==> src/fbsi_pkg.sv <==
// Purpose: shared constants and types for the fieldbus slave status indicators
// Assumes: 250 MHz system clock, classic wishbone register access
// Notes: lamp timing is given in milliseconds and turned into cycle counts here
package fbsi_pkg;
   // clock rate
   localparam int unsigned CLK_KHZ = 250000;
   // lamp timing in ms
   localparam int unsigned FLASH_ON_MS = 200;
   localparam int unsigned FLASH_OFF_MS = 200;
   localparam int unsigned FLASH_GAP_MS = 1000;
   localparam int unsigned BLINK_HALF_MS = 500;
   localparam int unsigned FLICKER_HALF_MS = 50;
   localparam int unsigned ACT_HOLD_MS = 100;
   // derived cycle counts
   localparam int unsigned FLASH_ON_CYC = FLASH_ON_MS * CLK_KHZ;
   localparam int unsigned FLASH_OFF_CYC = FLASH_OFF_MS * CLK_KHZ;
   localparam int unsigned FLASH_GAP_CYC = FLASH_GAP_MS * CLK_KHZ;
   localparam int unsigned BLINK_HALF_CYC = BLINK_HALF_MS * CLK_KHZ;
   localparam int unsigned FLICKER_HALF_CYC = FLICKER_HALF_MS * CLK_KHZ;
   localparam int unsigned ACT_HOLD_CYC = ACT_HOLD_MS * CLK_KHZ;
   // process data limits
   localparam int unsigned PD_MAX_BITS = 2048;
   localparam logic [8:0] PD_MAX_BYTES = 9'h100;
   localparam logic [8:0] PD_SIZE_RST = 9'h020;
   // register byte offsets
   localparam logic [3:0] OFS_CTRL = 4'h0;
   localparam logic [3:0] OFS_PD_SIZE = 4'h4;
   localparam logic [3:0] OFS_STATUS = 4'h8;
   localparam logic [3:0] OFS_LIMIT = 4'hc;
   // control register fields
   localparam int CTRL_CONNECTED = 0;
   localparam int CTRL_RUN = 1;
   localparam int CTRL_IO_BAD = 2;
   localparam int CTRL_SYNC_PEND = 3;
   localparam int CTRL_IDENTIFY = 4;
   localparam int CTRL_FATAL = 5;
   localparam int CTRL_NO_NAME = 6;
   localparam int CTRL_NO_IP = 7;
   localparam int CTRL_ID_MISMATCH = 8;
   localparam int CTRL_SETUP = 9;
   localparam int CTRL_NETWORK_INIT_PHASE = 10;
   localparam int CTRL_EXCEPTION = 11;
   localparam int CTRL_FW_UPDATE = 12;
   localparam int CTRL_DIAG = 13;
   localparam int CTRL_W = 14;
   localparam logic [13:0] CTRL_RST = 14'h0600;
   // pd size register fields
   localparam int PD_IN_LSB = 0;
   localparam int PD_OUT_LSB = 16;
   // status register fields
   localparam int ST_NET_LSB = 0;
   localparam int ST_MOD_LSB = 2;
   localparam int ST_LINK_GREEN = 4;
   localparam int ST_LINK_OK = 5;
   localparam int ST_MODE_BAD = 6;
   localparam int ST_ACTIVE = 7;
   localparam int ST_SIZE_ERR = 8;

   typedef struct packed {
      logic red;
      logic green;
   } fbsi_lamp_t;
endpackage

==> src/fbsi_flash.sv <==
// Purpose: counted flash pattern generator for one lamp
// Assumes: count_i is steady for whole patterns; a change restarts the pattern
// Notes: count 0 keeps the lamp dark
`timescale 1ns/100ps
module fbsi_flash #(
   parameter int unsigned ON_CYC = fbsi_pkg::FLASH_ON_CYC,
   parameter int unsigned OFF_CYC = fbsi_pkg::FLASH_OFF_CYC,
   parameter int unsigned GAP_CYC = fbsi_pkg::FLASH_GAP_CYC
) (
   input wire logic clk_i,
   input wire logic rst_i,
   input wire logic [1:0] count_i,
   output logic on_o
);
   typedef enum logic [1:0] {FL_IDLE, FL_ON, FL_OFF, FL_GAP} fbsi_fl_state_t;
   fbsi_fl_state_t st_reg, st_next;
   logic [31:0] tmr_reg, tmr_next;
   logic [1:0] pul_reg, pul_next;
   logic [1:0] cnt_reg, cnt_next;

   if (ON_CYC < 1 || OFF_CYC < 1 || GAP_CYC < 1)
   begin : g_chk
      $error("flash timing counts must be at least one cycle");
   end

   // short pulses, then a long dark gap, repeated while the count holds
   always_comb
   begin
      st_next = st_reg;
      tmr_next = tmr_reg;
      pul_next = pul_reg;
      cnt_next = count_i;
      if (count_i != cnt_reg)
      begin
         st_next = (count_i == 2'h0) ? FL_IDLE : FL_ON;
         tmr_next = 32'(ON_CYC - 1);
         pul_next = 2'h1;
      end
      else
      begin
         unique case (st_reg)
            FL_IDLE:
            begin
               tmr_next = 32'h0;
            end
            FL_ON:
            begin
               if (tmr_reg == 32'h0)
               begin
                  st_next = FL_OFF;
                  tmr_next = 32'(OFF_CYC - 1);
               end
               else
                  tmr_next = tmr_reg - 32'h1;
            end
            FL_OFF:
            begin
               if (tmr_reg != 32'h0)
                  tmr_next = tmr_reg - 32'h1;
               else if (pul_reg == cnt_reg)
               begin
                  st_next = FL_GAP;
                  tmr_next = 32'(GAP_CYC - 1);
               end
               else
               begin
                  st_next = FL_ON;
                  tmr_next = 32'(ON_CYC - 1);
                  pul_next = pul_reg + 2'h1;
               end
            end
            FL_GAP:
            begin
               if (tmr_reg == 32'h0)
               begin
                  st_next = FL_ON;
                  tmr_next = 32'(ON_CYC - 1);
                  pul_next = 2'h1;
               end
               else
                  tmr_next = tmr_reg - 32'h1;
            end
         endcase
      end
   end

   always_ff @(posedge clk_i)
   begin
      if (rst_i)
      begin
         st_reg <= FL_IDLE;
         tmr_reg <= 32'h0;
         pul_reg <= 2'h0;
         cnt_reg <= 2'h0;
      end
      else
      begin
         st_reg <= st_next;
         tmr_reg <= tmr_next;
         pul_reg <= pul_next;
         cnt_reg <= cnt_next;
      end
   end

   assign on_o = (st_reg == FL_ON);
endmodule

==> src/fbsi_top.sv <==
// Purpose: network, module and link/activity lamp drivers with a wishbone register file
// Assumes: firmware mirrors controller and module state into the control register
// Notes: lamps are dark through reset, which stands in for the unpowered state
//
// Overview of operation
// network lamp dark without controller connection or power; here fatal, setup errors and identify still light it without connection
// network lamp steady green when connected and controller runs
// network lamp one green flash on stop, bad io data or pending sync
// identify request blinks the network lamp green
// major fault drives both network and module lamps steady red
// red flash counts one, two, three for name, address, identity errors
// module lamp dark while unpowered, in setup or network init phase
// module lamp steady green after network init, normal operation
// exception state drives the module lamp steady red
// firmware update alternates the module lamp red and green
// link lamp dark without ethernet link
// link lamp steady green with link and no traffic
// link lamp flickers green while frames pass
// input and output process data sizes capped at 2048 bits
// single port runs 100 Mbit/s full duplex only
// flashes are counted pulses then a long gap, repeated
// fatal and exception beat error codes, which beat normal indications
//
// Our own choices: the Wishbone register port and the placing of the registers.
`timescale 1ns/100ps
module fbsi_top #(
   parameter int unsigned FLASH_ON_CYC = fbsi_pkg::FLASH_ON_CYC,
   parameter int unsigned FLASH_OFF_CYC = fbsi_pkg::FLASH_OFF_CYC,
   parameter int unsigned FLASH_GAP_CYC = fbsi_pkg::FLASH_GAP_CYC,
   parameter int unsigned BLINK_HALF_CYC = fbsi_pkg::BLINK_HALF_CYC,
   parameter int unsigned FLICKER_HALF_CYC = fbsi_pkg::FLICKER_HALF_CYC,
   parameter int unsigned ACT_HOLD_CYC = fbsi_pkg::ACT_HOLD_CYC
) (
   input wire logic clk_i,
   input wire logic rst_i,
   input wire logic wb_cyc_i,
   input wire logic wb_stb_i,
   input wire logic wb_we_i,
   input wire logic [3:0] wb_adr_i,
   input wire logic [3:0] wb_sel_i,
   input wire logic [31:0] wb_dat_i,
   output logic [31:0] wb_dat_o,
   output logic wb_ack_o,
   input wire logic link_up_i,
   input wire logic speed_100_i,
   input wire logic full_duplex_i,
   input wire logic frame_i,
   output fbsi_pkg::fbsi_lamp_t network_state_lamp_o,
   output fbsi_pkg::fbsi_lamp_t module_state_lamp_o,
   output logic link_lamp_o
);
   logic [fbsi_pkg::CTRL_W-1:0] ctrl_reg, ctrl_next;
   logic [8:0] pd_in_reg, pd_in_next;
   logic [8:0] pd_out_reg, pd_out_next;
   logic size_err_reg, size_err_next;
   logic ack_reg, ack_next;
   logic [31:0] dat_reg, dat_next;
   logic [31:0] blink_tmr_reg, blink_tmr_next;
   logic blink_reg, blink_next;
   logic [31:0] flk_tmr_reg, flk_tmr_next;
   logic flk_reg, flk_next;
   logic [31:0] act_tmr_reg, act_tmr_next;
   fbsi_pkg::fbsi_lamp_t net_reg, net_next;
   fbsi_pkg::fbsi_lamp_t mod_reg, mod_next;
   logic link_lamp_reg, link_lamp_next;
   logic [1:0] net_cnt;
   logic [1:0] mod_cnt;
   logic net_flash;
   logic mod_flash;
   logic link_ok;
   logic active;
   logic wr_req;
   logic [31:0] wr_word;
   logic [8:0] wr_in;
   logic [8:0] wr_out;
   logic [31:0] status_word;

   if (BLINK_HALF_CYC < 1 || FLICKER_HALF_CYC < 1 || ACT_HOLD_CYC < 1)
   begin : g_chk
      $error("lamp timing counts must be at least one cycle");
   end

   // only a 100 Mbit/s full duplex link counts as up
   assign link_ok = link_up_i & speed_100_i & full_duplex_i;
   assign active = (act_tmr_reg != 32'h0);
   assign wr_req = wb_cyc_i & wb_stb_i & wb_we_i & ~ack_reg;

   // byte lanes merge into the current register image
   always_comb
   begin
      wr_word = 32'h0;
      unique case (wb_adr_i)
         fbsi_pkg::OFS_CTRL: wr_word = 32'(ctrl_reg);
         fbsi_pkg::OFS_PD_SIZE: wr_word = {7'h0, pd_out_reg, 7'h0, pd_in_reg};
         default: wr_word = 32'h0;
      endcase
      for (int b = 0; b < 4; b++)
      begin
         if (wb_sel_i[b])
            wr_word[8*b +: 8] = wb_dat_i[8*b +: 8];
      end
   end

   assign wr_in = wr_word[fbsi_pkg::PD_IN_LSB +: 9];
   assign wr_out = wr_word[fbsi_pkg::PD_OUT_LSB +: 9];

   assign status_word = {23'h0, size_err_reg, active, link_up_i & ~link_ok, link_ok,
                         link_lamp_reg, mod_reg, net_reg};

   // register file and single-cycle wishbone answer
   always_comb
   begin
      ctrl_next = ctrl_reg;
      pd_in_next = pd_in_reg;
      pd_out_next = pd_out_reg;
      size_err_next = size_err_reg;
      ack_next = wb_cyc_i & wb_stb_i & ~ack_reg;
      dat_next = 32'h0;
      if (wr_req)
      begin
         unique case (wb_adr_i)
            fbsi_pkg::OFS_CTRL:
               ctrl_next = wr_word[fbsi_pkg::CTRL_W-1:0];
            fbsi_pkg::OFS_PD_SIZE:
            begin
               // an oversize image is refused whole and flagged
               if (wr_in > fbsi_pkg::PD_MAX_BYTES || wr_out > fbsi_pkg::PD_MAX_BYTES)
                  size_err_next = 1'b1;
               else
               begin
                  pd_in_next = wr_in;
                  pd_out_next = wr_out;
               end
            end
            fbsi_pkg::OFS_STATUS:
            begin
               if (wb_sel_i[1] && wb_dat_i[fbsi_pkg::ST_SIZE_ERR])
                  size_err_next = 1'b0;
            end
            default:
               ctrl_next = ctrl_reg;
         endcase
      end
      if (wb_cyc_i & wb_stb_i & ~wb_we_i & ~ack_reg)
      begin
         unique case (wb_adr_i)
            fbsi_pkg::OFS_CTRL: dat_next = 32'(ctrl_reg);
            fbsi_pkg::OFS_PD_SIZE: dat_next = {7'h0, pd_out_reg, 7'h0, pd_in_reg};
            fbsi_pkg::OFS_STATUS: dat_next = status_word;
            fbsi_pkg::OFS_LIMIT: dat_next = 32'(fbsi_pkg::PD_MAX_BITS);
            default: dat_next = 32'h0;
         endcase
      end
   end

   always_ff @(posedge clk_i)
   begin
      if (rst_i)
      begin
         ctrl_reg <= fbsi_pkg::CTRL_RST;
         pd_in_reg <= fbsi_pkg::PD_SIZE_RST;
         pd_out_reg <= fbsi_pkg::PD_SIZE_RST;
         size_err_reg <= 1'b0;
         ack_reg <= 1'b0;
         dat_reg <= 32'h0;
      end
      else
      begin
         ctrl_reg <= ctrl_next;
         pd_in_reg <= pd_in_next;
         pd_out_reg <= pd_out_next;
         size_err_reg <= size_err_next;
         ack_reg <= ack_next;
         dat_reg <= dat_next;
      end
   end

   // free-running blink and flicker phases, activity hold window
   always_comb
   begin
      blink_tmr_next = blink_tmr_reg - 32'h1;
      blink_next = blink_reg;
      if (blink_tmr_reg == 32'h0)
      begin
         blink_tmr_next = 32'(BLINK_HALF_CYC - 1);
         blink_next = ~blink_reg;
      end
      flk_tmr_next = flk_tmr_reg - 32'h1;
      flk_next = flk_reg;
      if (flk_tmr_reg == 32'h0)
      begin
         flk_tmr_next = 32'(FLICKER_HALF_CYC - 1);
         flk_next = ~flk_reg;
      end
      act_tmr_next = active ? act_tmr_reg - 32'h1 : 32'h0;
      if (frame_i & link_ok)
         act_tmr_next = 32'(ACT_HOLD_CYC);
      else if (!link_ok)
         act_tmr_next = 32'h0;
   end

   always_ff @(posedge clk_i)
   begin
      if (rst_i)
      begin
         blink_tmr_reg <= 32'h0;
         blink_reg <= 1'b0;
         flk_tmr_reg <= 32'h0;
         flk_reg <= 1'b0;
         act_tmr_reg <= 32'h0;
      end
      else
      begin
         blink_tmr_reg <= blink_tmr_next;
         blink_reg <= blink_next;
         flk_tmr_reg <= flk_tmr_next;
         flk_reg <= flk_next;
         act_tmr_reg <= act_tmr_next;
      end
   end

   // flash counts for each lamp; the highest-priority code wins
   always_comb
   begin
      net_cnt = 2'h0;
      if (ctrl_reg[fbsi_pkg::CTRL_FATAL])
         net_cnt = 2'h0;
      else if (ctrl_reg[fbsi_pkg::CTRL_NO_NAME])
         net_cnt = 2'h1;
      else if (ctrl_reg[fbsi_pkg::CTRL_NO_IP])
         net_cnt = 2'h2;
      else if (ctrl_reg[fbsi_pkg::CTRL_ID_MISMATCH])
         net_cnt = 2'h3;
      else if (ctrl_reg[fbsi_pkg::CTRL_CONNECTED] && !ctrl_reg[fbsi_pkg::CTRL_IDENTIFY] &&
               (!ctrl_reg[fbsi_pkg::CTRL_RUN] || ctrl_reg[fbsi_pkg::CTRL_IO_BAD] ||
                ctrl_reg[fbsi_pkg::CTRL_SYNC_PEND]))
         net_cnt = 2'h1;
      mod_cnt = 2'h0;
      if (ctrl_reg[fbsi_pkg::CTRL_DIAG])
         mod_cnt = 2'h1;
   end

   fbsi_flash #(
      .ON_CYC(FLASH_ON_CYC),
      .OFF_CYC(FLASH_OFF_CYC),
      .GAP_CYC(FLASH_GAP_CYC)
   ) u_net_flash (
      .clk_i(clk_i),
      .rst_i(rst_i),
      .count_i(net_cnt),
      .on_o(net_flash)
   );

   fbsi_flash #(
      .ON_CYC(FLASH_ON_CYC),
      .OFF_CYC(FLASH_OFF_CYC),
      .GAP_CYC(FLASH_GAP_CYC)
   ) u_mod_flash (
      .clk_i(clk_i),
      .rst_i(rst_i),
      .count_i(mod_cnt),
      .on_o(mod_flash)
   );

   // lamp selection
   always_comb
   begin
      net_next = '0;
      if (ctrl_reg[fbsi_pkg::CTRL_FATAL])
         net_next.red = 1'b1;
      // setup errors flash even with no controller connection
      else if (ctrl_reg[fbsi_pkg::CTRL_NO_NAME] || ctrl_reg[fbsi_pkg::CTRL_NO_IP] ||
               ctrl_reg[fbsi_pkg::CTRL_ID_MISMATCH])
         net_next.red = net_flash;
      else if (ctrl_reg[fbsi_pkg::CTRL_IDENTIFY])
         net_next.green = blink_reg;
      else if (!ctrl_reg[fbsi_pkg::CTRL_CONNECTED])
         net_next = '0;
      else if (net_cnt == 2'h1)
         net_next.green = net_flash;
      else
         net_next.green = 1'b1;
      mod_next = '0;
      if (ctrl_reg[fbsi_pkg::CTRL_FATAL] || ctrl_reg[fbsi_pkg::CTRL_EXCEPTION])
         mod_next.red = 1'b1;
      else if (ctrl_reg[fbsi_pkg::CTRL_FW_UPDATE])
      begin
         mod_next.red = blink_reg;
         mod_next.green = ~blink_reg;
      end
      else if (ctrl_reg[fbsi_pkg::CTRL_SETUP] || ctrl_reg[fbsi_pkg::CTRL_NETWORK_INIT_PHASE])
         mod_next = '0;
      else if (ctrl_reg[fbsi_pkg::CTRL_DIAG])
         mod_next.green = mod_flash;
      else
         mod_next.green = 1'b1;
      // dark without link, steady on idle link, flicker on traffic
      if (!link_ok)
         link_lamp_next = 1'b0;
      else if (active)
         link_lamp_next = flk_reg;
      else
         link_lamp_next = 1'b1;
   end

   always_ff @(posedge clk_i)
   begin
      if (rst_i)
      begin
         net_reg <= '0;
         mod_reg <= '0;
         link_lamp_reg <= 1'b0;
      end
      else
      begin
         net_reg <= net_next;
         mod_reg <= mod_next;
         link_lamp_reg <= link_lamp_next;
      end
   end

   assign wb_dat_o = dat_reg;
   assign wb_ack_o = ack_reg;
   assign network_state_lamp_o = net_reg;
   assign module_state_lamp_o = mod_reg;
   assign link_lamp_o = link_lamp_reg;
endmodule

==> config.mk <==
export PLATFORM = sky130hd
export DESIGN_NAME = fbsi_top
export DESIGN_NICKNAME = d
export VERILOG_FILES = /design/src/fbsi_pkg.sv /design/src/fbsi_flash.sv /design/src/fbsi_top.sv
export SDC_FILE = /design/constraint.sdc
export NUM_CORES = 1
export LEC_CHECK = 0
export CAP_MARGIN = 20
export CORE_ASPECT_RATIO = 1.4
export CORE_UTILIZATION = 55
export CTS_CLUSTER_DIAMETER = 120
export DETAILED_ROUTE_END_ITERATION = 16
export DONT_BUFFER_PORTS = 1
export HOLD_SLACK_MARGIN = 0.12
export MAX_ROUTING_LAYER = met4
export PLACE_DENSITY = 0.75
export SYNTH_ARGS = -nofsm -noshare
export SYNTH_HDL_FRONTEND = slang
export SYNTH_SLANG_ARGS = --single-unit
==> constraint.sdc <==
create_clock -name clk_i -period 7.6 [get_ports clk_i]
set_input_delay 1.52 -clock clk_i [delete_from_list [all_inputs] [get_ports clk_i]]
set_output_delay 1.52 -clock clk_i [all_outputs]
set_load 0.01 [all_outputs]
==> results by group <==
Outcome
  – Status: finished, final reports clean

Routing
  – Mean number of vias per cell: 5.650
  – DRT iter0 DRCs: ~360
  – Post-DR wirelength/cell: 14.55 um
  – Drt drc: 0
  – Post-route ant nets: 0
  – WL final: 21590 um
  – Pre-Repair DR Iteration Count: 4
  – Vias: ~8400

CTS
  – Clock Tree Root: clkbuf_16
  – CTS tree: yes
  – Clock Latency Late Sink: 500 ps
  – Postcts setup bufs: 0
  – CTS sink cnt: 235
  – Clock slew at reported path FFs: 60 ps
  – Num CTS Buffers: 23
  – CTS Buffer Depth: 3
  – Resized Gates After CTS: 0
  – Cts hold-fix bufs: 0
  – H-tree Lvls: 1

Setup path
  – Worst reg-to-reg setup slack: 4370 ps
  – Critical-path maximum fanout: 11
  – CP required: approximately 8000 ps
  – Startpoint Class: flop
  – Worst R2R Path Depth: 8
  – Critical Path Sink Type: flop
  – FF-to-FF Start: u_mod_flash.tmr_reg[0]
  – Critical Path Sink: u_mod_flash.pul_reg[1]
  – CP Launch Point: u_mod_flash.tmr_reg[0]
  – WP data arrival: 3660 ps
  – Worst Path Class, Setup: reg -> reg
  – Reg-to-reg endpoint: u_mod_flash.pul_reg[1]

Logic synthesis
  – Sequential fraction of the synthesis area: 44.27%
  – Warnings from Yosys: 0
  – Most numerous cell in the Yosys netlist: dfxtp_1
  – Yosys reg bits: 235
  – Post-synth EDFFs: 0
  – Synth cell types: 69
  – Largest cells by area after synthesis: dfxtp_1 (44%), nor2_1 (7.1%), xnor2_1 (6.9%)
  – Area leader, netlist: dfxtp_1
  – Post-synth top area share: 44.27%
  – Mapped cell area: 10630 um^2
  – Post-Syn Area per Cell: 8.543 um^2
  – Share of synthesized registers carrying an async set or reset: 0%
  – Synth Flop Type: dfxtp_1
  – Post-Syn Instances: 1244
  – Synth top cells by count: dfxtp_1 (235), nor2_1 (200), nand2_1 (105), a21oi_1 (90), xnor2_1 (84)

Die
  – Cell Rows: slightly below 60
  – Die width: 119.5 um
  – Ports: 87
  – Die H: 166.5 um
  – Starting Density: 56.68%
  – Core Area: 18750 um^2
  – Die area: 19890 um^2

Global routing
  – First-pass GRT wire length: 37630 um
  – Gr usage total: 22.83%
  – Vias in the first global route: 8276
  – Initial antenna violation count: 0
  – Pin count of the biggest net entering global routing: ~120
  – Gr ovfl total: 0

Finish
  – N_diodes: 0
  – # nets final: roughly 1300
  – Share of cells above drive strength 1: 6.048%
  – Synth-to-layout area growth: 8.100%
  – Layout Cells excl Fill: 1484

STA
  – Max Fclk: 0.3099 GHz
  – Clock Skew: 8.976 ps
  – Rel. slew slack: 30.62%
  – Count of pins over their slew limit: 0
  – Measured slew at the worst slew-check pin: between 1000 and 1500 ps
  – Min cycle time layout: 3227 ps
  – Final hold violation count: 0
  – Fin crit share: 42.46%
  – RSZ-0062 raised after global routing: no
  – Setup_tns: 0 ps
  – Final setup vio count: 0

Pwr
  – Peak VDD IR: 0.2701 mV
  – PD cells: 383.7 nW/um^2
  – Power, Total: 4409 uW
  – Leak Pwr: 0.004589 uW

Worst hold path
  – HP Class: reg -> reg

Flow run
  – Max Cap Viol: 0

Place
  – Dpl cells: 1445
  – Post-DP HPWL: 14630 um
  – I/O Buffers: 0
  – RePlAce Congestion: 0.8285
==> per-layer routing <==
layer,GRT usage (%),vias up,wire length (um)
li1,-,4261,-
met1,26.12,3953,9238
met2,40.44,135,11060
met3,3.116,36,773
met4,7.826,0,512
met5,-,-,0
==> final cells by class <==
cell class / instances / area, um^2
flip-flops and latches: 235 / 4705
fillers: 1663 / 7262
well taps: 244 / 305.3
inverters: 25 / 93.84
multi-input cells: 936 / 5604
clock buffers: 33 / 663.1
repair buffers: 5 / 37.54
clock inverters: 6 / 80.08
==> layout by cell type (no fill, tap or decap), drive strengths merged, types with 3 or more instances in the layout <==
cell / netlist / layout
nand2: 106 / 106
clkbuf: 36 / 33
nand3b: 8 / 8
o31ai: 5 / 5
and2: 15 / 15
xnor2: 84 / 84
nor4: 56 / 56
nor2b: 7 / 7
nand3: 21 / 21
or2: 11 / 11
mux2i: 19 / 19
xor2: 53 / 53
nor2: 200 / 200
a21o: 4 / 4
clkinv: 1 / 5
nand4b: 5 / 5
a21oi: 90 / 90
a31oi: 3 / 3
buf: 20 / 5
a211oi: 9 / 9
conb: 1 / 9
mux2: 7 / 7
a221oi: 3 / 3
nor3b: 8 / 8
o21ai: 40 / 40
inv: 24 / 24
or3: 22 / 22
o2111ai: 3 / 3
dfxtp: 235 / 235
nand4: 5 / 5
nor3: 61 / 61
ha: 13 / 13
or4: 23 / 23
or4b: 3 / 3
nand2b: 15 / 15
and3: 3 / 3
==> stage by stage <==
step	setup WS, ps	utilization, %	area (um^2)	hold WS [ps]
2_1_floorplan	4321	-	10660	422.1
3_3_place_gp	4059	57.31	10750	437.0
3_5_place_dp	4018	57.31	10750	447.5
4_1_cts	4356	61.27	11490	461.1
5_1_grt	4086	61.27	11490	477.3
6_report	4373	61.27	11490	459.1
==> how the worst min path moves through the flow <==
stage | startpoint | to | cells after the start
after floorplan | act_tmr_reg[0] | act_tmr_reg[0] | 1
after global placement | act_tmr_reg[0] | act_tmr_reg[0] | 1
after detailed placement | act_tmr_reg[0] | act_tmr_reg[0] | 1
after CTS | act_tmr_reg[0] | act_tmr_reg[0] | 1
after global routing | act_tmr_reg[0] | act_tmr_reg[0] | 1
final | act_tmr_reg[0] | act_tmr_reg[0] | 1
==> cell families (layout without fill, tap and decap cells) <==
family / Yosys count / count (layout) / share of synthesized area, %
AND/OR/NAND/NOR: 576 / 576 / 27.33
flip-flops: 235 / 235 / 44.27
AO/OA/AOI/OAI: 174 / 174 / 9.583
XOR/XNOR: 137 / 137 / 11.29
buffers and inverters: 81 / 69 / 3.343
multiplexers: 26 / 26 / 2.531
adder cells (fa/ha/maj): 14 / 14 / 1.625
other: 1 / 9 / 0.03529
==> where the power goes <==
| group | leakage, uW | switching [uW] | total [uW] | internal (uW) |
|---|---|---|---|---|
| sequential | 0.00190 | 166 | 1580 | 1410 |
| clock | 0.000369 | 458 | 1130 | 670 |
| combinational | 0.00232 | 978 | 1700 | 722 |
==> worst max-delay path, stage by stage, from the launching register on <==
cell and delay [ps]:
dfxtp_1 320, inv_1 70, ha_1 170, nor3b_1 590, nand3_1 390, nor4_2 790
nand2_1 160, or4b_1 500, a21oi_1 160
(Power assumes the default switching activity.)
